[src/design/tsx_defines.svh]
// constants for the table store, test-skip and xor-immediate decoder
`ifndef TSX_DEFINES_SVH
`define TSX_DEFINES_SVH
`define TSX_OP_TBL_HI 14'h0003
`define TSX_OP_TST_HI 7'h33
`define TSX_OP_XOR_HI 8'h0a
`define TSX_MODE_NONE 2'h0
`define TSX_MODE_POSTINC 2'h1
`define TSX_MODE_POSTDEC 2'h2
`define TSX_MODE_PREINC 2'h3
`define TSX_ILO_LIMIT 8'h5f
`define TSX_PTR_W 21
`define TSX_PTR_SPAN 22'h200000
`define TSX_Q_READ 2'h1
`define TSX_Q_WRITE 2'h3
`endif

[src/design/tsx_pkg.sv]
// types for the table store, test-skip and xor-immediate decoder
package tsx_pkg;
   // execution states, one-hot
   typedef enum logic [3:0] {
      TSX_EXEC = 4'h1,
      TSX_TBL2 = 4'h2,
      TSX_SKIP = 4'h4,
      TSX_SKIP2 = 4'h8
   } tsx_state_t;
endpackage

[src/design/tsx_core.sv]
// instruction decode and execute for table store, test-skip and xor-immediate
// Behaviour
// - low opcode bits choose pointer update mode
// - pointer is 21-bit byte address
// - pointer spans two megabytes
// - pointer bit zero picks low/high byte
// - post-increment: write then pointer plus one
// - pre-increment: pointer plus one then write
// - test-skip discards next instruction when zero
// - test-skip takes one, two or three cycles
// - bank bit picks shared page or selector
// - extended set uses indexed offset addressing
// - xor immediate updates accumulator, sign, zero
`timescale 1ns/1ns
`include "tsx_defines.svh"
module tsx_core (
   clk,
   rst_n,
   instr,
   instr_valid,
   next_is_two_word,
   ext_set_en,
   bank_page_selector,
   index_base,
   file_rd_data,
   table_byte_latch,
   table_byte_pointer,
   file_rd_addr,
   file_rd_indexed,
   holding_wr,
   holding_addr,
   holding_byte_hi,
   holding_data,
   accum,
   flag_neg,
   flag_zero,
   discard_fetch,
   busy
);
   input wire logic clk;
   input wire logic rst_n;
   input wire logic [15:0] instr;
   input wire logic instr_valid; // a new instruction word is offered
   input wire logic next_is_two_word; // word after the current one is two-word
   input wire logic ext_set_en;
   input wire logic [3:0] bank_page_selector;
   input wire logic [11:0] index_base; // base for indexed literal offset
   input wire logic [7:0] file_rd_data; // same-clock register file answer
   input wire logic [7:0] table_byte_latch;
   output logic [`TSX_PTR_W-1:0] table_byte_pointer;
   output logic [11:0] file_rd_addr;
   output logic file_rd_indexed;
   output logic holding_wr;
   output logic [`TSX_PTR_W-1:0] holding_addr;
   output logic holding_byte_hi;
   output logic [7:0] holding_data;
   output logic [7:0] accum;
   output logic flag_neg;
   output logic flag_zero;
   output logic discard_fetch;
   output logic busy;

   // ************************************************************
   // quarter-cycle counter
   // ************************************************************
   logic [1:0] q_reg; // current quarter, 0 = q1
   logic [1:0] q_next;

   // wraps every four clocks; one instruction cycle per wrap
   always_comb begin
      q_next = q_reg + 2'h1;
   end

   always_ff @(posedge clk or negedge rst_n) begin
      if (!rst_n) begin
         q_reg <= 2'h0;
      end else begin
         q_reg <= q_next;
      end
   end

   logic cyc_end; // last quarter of an instruction cycle
   assign cyc_end = (q_reg == `TSX_Q_WRITE);

   // ************************************************************
   // decode
   // ************************************************************
   logic is_tbl; // table store op
   logic is_tst; // test skip op
   logic is_xor; // xor immediate op
   assign is_tbl = instr_valid && (instr[15:2] == `TSX_OP_TBL_HI);
   assign is_tst = instr_valid && (instr[15:9] == `TSX_OP_TST_HI);
   assign is_xor = instr_valid && (instr[15:8] == `TSX_OP_XOR_HI);

   // operand address for the test-skip op
   logic ilo_mode;
   assign ilo_mode = !instr[8] && ext_set_en && (instr[7:0] <= `TSX_ILO_LIMIT);
   always_comb begin
      file_rd_indexed = is_tst && ilo_mode;
      if (ilo_mode) begin
         file_rd_addr = index_base + {4'h0, instr[7:0]};
      end else if (instr[8]) begin
         file_rd_addr = {bank_page_selector, instr[7:0]};
      end else if (instr[7]) begin
         file_rd_addr = {4'hf, instr[7:0]}; // upper half of shared page
      end else begin
         file_rd_addr = {4'h0, instr[7:0]};
      end
   end

   // ************************************************************
   // execution state and datapath
   // ************************************************************
   tsx_pkg::tsx_state_t state_reg, state_next;
   logic [`TSX_PTR_W-1:0] ptr_reg, ptr_next;
   logic [1:0] mode_reg, mode_next; // latched pointer mode
   logic [7:0] acc_reg, acc_next;
   logic neg_reg, neg_next;
   logic zero_reg, zero_next;
   logic hwr_reg, hwr_next; // one-clock holding write strobe
   logic [`TSX_PTR_W-1:0] haddr_reg, haddr_next;
   logic [7:0] hdata_reg, hdata_next;
   logic [7:0] lat_reg, lat_next; // latch sampled in q2
   logic skip_two_reg, skip_two_next; // skipped op is two words

   // pointer arithmetic; wraps inside the two-megabyte range
   logic [`TSX_PTR_W-1:0] ptr_inc, ptr_dec;
   assign ptr_inc = ptr_reg + 21'h000001;
   assign ptr_dec = ptr_reg - 21'h000001;

   // one transition per instruction cycle, decided at q4
   always_comb begin
      state_next = state_reg;
      ptr_next = ptr_reg;
      mode_next = mode_reg;
      acc_next = acc_reg;
      neg_next = neg_reg;
      zero_next = zero_reg;
      hwr_next = 1'b0;
      haddr_next = haddr_reg;
      hdata_next = hdata_reg;
      lat_next = lat_reg;
      skip_two_next = skip_two_reg;
      unique case (state_reg)
         tsx_pkg::TSX_EXEC: begin
            if (cyc_end) begin
               if (is_tbl) begin
                  mode_next = instr[1:0];
                  state_next = tsx_pkg::TSX_TBL2;
               end else if (is_tst && (file_rd_data == 8'h00)) begin
                  skip_two_next = next_is_two_word;
                  state_next = tsx_pkg::TSX_SKIP;
               end else if (is_xor) begin
                  acc_next = acc_reg ^ instr[7:0];
                  neg_next = acc_next[7];
                  zero_next = (acc_next == 8'h00);
               end
            end
         end
         tsx_pkg::TSX_TBL2: begin
            // second cycle: latch read in q2, holding load in q4
            if (q_reg == `TSX_Q_READ) begin
               lat_next = table_byte_latch;
            end
            if (cyc_end) begin
               hwr_next = 1'b1;
               hdata_next = lat_reg;
               unique case (mode_reg)
                  `TSX_MODE_NONE: begin
                     haddr_next = ptr_reg;
                  end
                  `TSX_MODE_POSTINC: begin
                     haddr_next = ptr_reg;
                     ptr_next = ptr_inc;
                  end
                  `TSX_MODE_POSTDEC: begin
                     haddr_next = ptr_reg;
                     ptr_next = ptr_dec;
                  end
                  `TSX_MODE_PREINC: begin
                     haddr_next = ptr_inc;
                     ptr_next = ptr_inc;
                  end
               endcase
               state_next = tsx_pkg::TSX_EXEC;
            end
         end
         tsx_pkg::TSX_SKIP: begin
            // fetched word is thrown away; a nop cycle runs instead
            if (cyc_end) begin
               state_next = skip_two_reg ? tsx_pkg::TSX_SKIP2 : tsx_pkg::TSX_EXEC;
            end
         end
         tsx_pkg::TSX_SKIP2: begin
            if (cyc_end) begin
               state_next = tsx_pkg::TSX_EXEC;
            end
         end
         default: begin
            state_next = tsx_pkg::TSX_EXEC;
         end
      endcase
   end

   // registers only
   always_ff @(posedge clk or negedge rst_n) begin
      if (!rst_n) begin
         state_reg <= tsx_pkg::TSX_EXEC;
         ptr_reg <= 21'h000000;
         mode_reg <= 2'h0;
         acc_reg <= 8'h00;
         neg_reg <= 1'b0;
         zero_reg <= 1'b0;
         hwr_reg <= 1'b0;
         haddr_reg <= 21'h000000;
         hdata_reg <= 8'h00;
         lat_reg <= 8'h00;
         skip_two_reg <= 1'b0;
      end else begin
         state_reg <= state_next;
         ptr_reg <= ptr_next;
         mode_reg <= mode_next;
         acc_reg <= acc_next;
         neg_reg <= neg_next;
         zero_reg <= zero_next;
         hwr_reg <= hwr_next;
         haddr_reg <= haddr_next;
         hdata_reg <= hdata_next;
         lat_reg <= lat_next;
         skip_two_reg <= skip_two_next;
      end
   end

   // ************************************************************
   // outputs
   // ************************************************************
   assign table_byte_pointer = ptr_reg;
   assign holding_wr = hwr_reg;
   assign holding_addr = haddr_reg;
   assign holding_byte_hi = haddr_reg[0];
   assign holding_data = hdata_reg;
   assign accum = acc_reg;
   assign flag_neg = neg_reg;
   assign flag_zero = zero_reg;
   // fetch stage must drop the word while a skip cycle runs
   assign discard_fetch = (state_reg == tsx_pkg::TSX_SKIP) || (state_reg == tsx_pkg::TSX_SKIP2);
   assign busy = (state_reg != tsx_pkg::TSX_EXEC);
endmodule

[config.mk]
export PLATFORM = sky130hd
export DESIGN_NAME = tsx_core
export DESIGN_NICKNAME = d
export VERILOG_FILES = /design/src/design/tsx_pkg.sv /design/src/design/tsx_core.sv
export VERILOG_INCLUDE_DIRS = /design/src /design/src/design
export SDC_FILE = /design/constraint.sdc
export NUM_CORES = 1
export LEC_CHECK = 0
export BUFFER_PORTS_ARGS = -buffer_cell sky130_fd_sc_hd__buf_2
export CORE_ASPECT_RATIO = 1.5
export CORE_MARGIN = 4
export CORE_UTILIZATION = 53
export DETAILED_ROUTE_END_ITERATION = 12
export GPL_ROUTABILITY_DRIVEN = 0
export PLACE_DENSITY = 0.83
export SETUP_SLACK_MARGIN = 0.02
export SYNTH_ARGS = -nofsm -noshare
export SYNTH_HDL_FRONTEND = slang
export SYNTH_SLANG_ARGS = --single-unit
[constraint.sdc]
create_clock -name clk -period 2.84 [get_ports clk]
set_input_delay 0.426 -clock clk [delete_from_list [all_inputs] [get_ports clk]]
set_output_delay 0.426 -clock clk [all_outputs]
set_load 0.005 [all_outputs]
Yosys cells after proc, flatten, opt, wreduce, memory -nomap -nowiden
Cells that the tools add are included.
{"block": "classes", "n_addsub": 4, "order_cmp": 1, "n_eq_ne": 17, "n_mux": 14, "n_bitwise": 3, "reduce_logical": 23}
{"op": "$pmux 21 s2", "count": 2}
{"op": "$mux 12", "count": 3}
{"op": "$mux 4", "count": 6}
{"op": "$add 21x1->21 const B", "count": 1}
{"op": "$sub 21x1->21 const B", "count": 1}
{"op": "$logic_not 8->1", "count": 2}
{"op": "$eq 14x2->1 const B", "count": 1}
{"op": "$add 12x8->12", "count": 1}
{"op": "$pmux 4 s3", "count": 1}
{"op": "$eq 8x4->1 const B", "count": 1}
{"op": "$le 8x7->1 const B", "count": 1}
{"op": "$reduce_and 4->1", "count": 2}
{"op": "$xor 8x8->8", "count": 1}
{"op": "$eq 7x6->1 const B", "count": 1}
{"op": "$logic_and 1x1->1", "count": 7}
{"op": "$eq 2x2->1 const B", "count": 3}
{"op": "$reduce_and 3->1", "count": 2}
{"op": "$reduce_and 5->1", "count": 1}
{"op": "$eq 2x1->1 const B", "count": 2}
{"op": "$eq 4x1->1 const B", "count": 1}
{"op": "$eq 4x2->1 const B", "count": 1}
{"op": "$eq 4x3->1 const B", "count": 1}
{"op": "$eq 4x4->1 const B", "count": 1}
{"op": "$ne 2x2->1 const B", "count": 2}
{"op": "13 further kinds", "count": 17}
{"block": "word_totals", "regBits": 78, "wordCells": 74}

Longest topological paths before layout
{"block": "depth", "word_depth": 7, "ltp_mapped": 9}

Worst setup path before layout
OpenSTA, ideal clock, no wires.
{"block": "synth_path", "path_type": "input to output", "from": "input instr[0]", "to": "output file_rd_addr[10]", "t_arrival_ns": 1.937, "required_ns": 2.414, "setup_slack_ns": 0.477, "path_stages": 9, "n_path_buf": 0, "cell_sequence": "ha_1 inv_1 fa_1 nor2b_1 o2111ai_1 nand4b_1 o311ai_1 mux2i_1 o211ai_1"}
{"block": "synth_between", "elab_chain_cells": 3, "elab_cells_between_ends": 4, "cone_classes": "add/sub (1); order compare (1); mux (1); reduce/logical (1)"}
{"item": "from (decl)", "line_no": "tsx_core.sv:42", "source": "input wire logic [15:0] instr;"}
{"item": "branches (longest 2 deep; another with $add 12x8->12)"}
{"item": "$mux 12 (*)", "line_no": "tsx_core.sv:100", "source": "if (ilo_mode) begin"}
{"item": "to (decl)", "line_no": "tsx_core.sv:51", "source": "output logic [11:0] file_rd_addr;"}
Mark *: on every way between the ends.

Final worst setup path
{"block": "layout_path", "from": "input instr[6]", "to": "output file_rd_addr[11]"}
Same word-level chain as after synthesis.

==> reports/summary.txt <==
Hold WC Path Type -> in -> async
Worst-path fanout max -> 6
Wl on met1 -> 4395 um
RSZ-0062 raised after global routing -> no
Worst r2r src -> q_reg[0]$_DFF_PN0_
Routed len/inst -> 15.27 um
CTS tree -> done
DP Wirelength -> 8332 um
Post-synth top cells -> nand2_1, dfrtp_1, xnor2_1
Register area share after synthesis -> 41.76%
Number of enable flip-flop cells after synthesis -> 0
Layout cells sized above 1 -> 29.79%
Met3 wire length -> 723 um
Top-count cell post-synth -> nand2_1
Synth Area in Adders -> 3.686%
Primary FF master, synth -> dfrtp_1
Initial drt markers -> 243
Initial antenna violation count -> 0
Syn_nets -> 575
Clock slew at the register clock pins of the worst setup and hold paths -> 0.06 ns
Critical Path AT -> 2.28 ns
Die height -> 122.3 um
Leading area contributor after synthesis -> dfrtp_1
Crit. End Element -> output pin
Final setup TNS -> 0 ns
Crit Path Class -> in -> out
Synthesized cell area -> 4617 um^2
Final Cycle Share -> 95.15%
Worst-Skew Late Latency -> 0.33 ns
Area after DPL -> 5275 um^2
Req. time, crit path -> 2.41 ns
Mean Syn Cell Area -> 9.071 um^2
Pin count of the biggest net entering global routing -> 78
Vias per cell -> 5.549
Simple-gate portion of the synthesized area -> 23.47%
CTS Root Cell -> clkbuf_16
Core Box Area -> 8464 um^2
Syn Inst Count -> 509
Pwr Total -> 2.453 mW
Pwr dens -> 435.8 nW/um^2
Overall global routing resource usage -> 22.09%
# nets final -> 692
Port Buffers -> 129
Die Span X -> 84.21 um
Total routed wirelength -> 11270 um
Initial Utilization -> 54.55%
Mux contribution to synthesized area -> 3.333%
IO Pins -> 130
Slew @ Worst Pin -> 0.9674 ns
R2R Path End -> table_byte_pointer[15]$_DFFE_PN0P_
Status -> completed
Rows -> 41
R2R setup slack -> 0.35 ns
Worst Setup EP -> file_rd_addr[11]
DRC -> 0
CTS H-tree lvls -> 3
Grt ovf -> 0
Final hold slack -> 0.2272 ns
CP max stage delay -> 0.35 ns
Yosys top cell area share -> 41.19%
Vias after detailed routing -> 4095
Dpl cells -> 719
Final instance area -> 5629 um^2
Pre-CTS WS -> 0.06001 ns
Flip-flop and latch count after synthesis -> 77
Top layer reached by signal wires -> met4
Endpoints failing setup -> 0
Critical path, cell by cell -> buf_2 > ha_1 > a21o_1 > or3_1 > o221a_2 > nand4_1 > xor2_1 > o21ai_0 > buf_2
Post-layout util -> 66.50%
Synth area leaders -> dfrtp_1, xnor2_1, nand2_1
CTS sink cnt -> 77
Slew Limit Fails -> 0
Global-route wire length before repair -> 18470 um
Drt first pass iters -> 4
Die area -> 10300 um^2
Asr flop ratio synth -> 100.0%
WL met2 -> 5870 um
Final count of hold timing violations -> 0
Final Critical Period -> 2.702 ns
CP Launch Type -> primary input
Synth Area in XOR/XNOR -> 12.52%
Reg2Reg Depth -> 7
Worst setup margin -> 0.1379 ns
Leakage power -> 2.770 nW
Ant. Diodes -> 0
Max-cap check violation count -> 0
Synth Area in Compound Gates -> 10.51%
Main combinational cell family by area after synthesis -> simple AND/OR/NAND/NOR gates
Worst path most repeated cell -> buf_2
Vias in the first global route -> 4004
Max clock buf depth -> 2
Non-filler cells, final -> 738
Yosys warns -> 0
Synth cell types -> 65
Fmax -> 370.1 MHz
Slowest CP cell -> ha_1
CP Launch Point -> instr[6]
Number of routed nets with antenna violations -> 0
Skew final -> 0.003895 ns
CTS buffer count -> 9
Max VDD drop -> 0.0003251 V
Max-slew headroom -> 35.51%
Area delta synth->final -> 21.92%
metal layers:
metal	vias up	GRT usage, %
li1	1979	-
met1	1955	25.55
met2	133	39.03
met3	28	4.835
met4	0	9.859
met5	-	0
power breakdown:
group / total, mW / internal [mW] / switching [mW]
logic: 0.223 / 0.106 / 0.117
clock network: 1.12 / 0.678 / 0.442
registers: 1.11 / 1.11 / 0.00477
total: 2.45 / 1.89 / 0.564
placed cells by master (no fill, tap or decap), types with 3 or more instances in the layout:
| master | instances |
|---|---|
| mux2_2 | 11 |
| a21oi_1 | 13 |
| buf_2 | 127 |
| nand4_1 | 8 |
| xor2_1 | 27 |
| clkbuf_16 | 9 |
| or4_4 | 3 |
| nor2_1 | 38 |
| nand2_1 | 82 |
| a32oi_1 | 3 |
| nor2b_1 | 5 |
| buf_4 | 10 |
| or2_1 | 3 |
| o22ai_1 | 3 |
| o21ai_1 | 11 |
| mux2i_1 | 3 |
| or3_1 | 5 |
| and3_1 | 4 |
| nand2b_1 | 4 |
| dfrtp_1 | 76 |
| nor3_1 | 13 |
| nand3_1 | 16 |
| inv_1 | 13 |
| a21o_1 | 3 |
| xnor2_1 | 39 |
| ha_1 | 10 |
| a31oi_1 | 4 |
| nor4_1 | 10 |
| o21ai_0 | 27 |
worst min-delay path by stage:
stage                            from                      endpoint  slack (ns)  cells past startpoint
6_report                        rst_n  holding_addr[10]$_DFFE_PN0P_        0.23                      1
5_1_grt              next_is_two_word      skip_two_reg$_DFFE_PN0P_        0.32                      2
4_1_cts                         rst_n   holding_addr[9]$_DFFE_PN0P_        0.28                      1
3_5_place_dp   lat_reg[3]$_DFFE_PN0P_   holding_data[3]$_DFFE_PN0P_        0.45                      2
3_3_place_gp       q_reg[0]$_DFF_PN0_            q_reg[0]$_DFF_PN0_        0.44                      1
2_1_floorplan                   rst_n          accum[0]$_DFFE_PN0P_        0.13                      0
timing repair:
action / in CTS / in global routing
gates resized for setup: 0 / 9
hold buffers: 0 / 0
endpoints found under the hold margin: 0 / 0
endpoints found under the setup margin: 0 / 2
setup buffers: 0 / 3
critical path, delay by kind of cell:
family	cells	cell delay, ns
fa+ha+maj	1	0.35
simple gates	2	0.43
compound gates	3	0.59
buf+inv	2	0.31
xor+xnor	1	0.17
kinds of logic after synthesis:
kind of cell | after synthesis
multiplexers | 14
AO/OA/AOI/OAI | 80
AND/OR/NAND/NOR | 213
buffers and inverters | 46
flip-flops | 77
XOR/XNOR | 66
adder cells (fa/ha/maj) | 13
layout make-up:
class / instances / area (um^2)
Fill cell: 700 / 2835
Multi-Input combinational cell: 386 / 2507
Sequential cell: 77 / 1928
Timing Repair Buffer: 137 / 710.7
Clock buffer: 10 / 229.0
Tap cell: 107 / 133.9
Clock inverter: 6 / 63.81
Inverter: 15 / 56.30
Note: power is estimated with default switching activity, not from simulation.
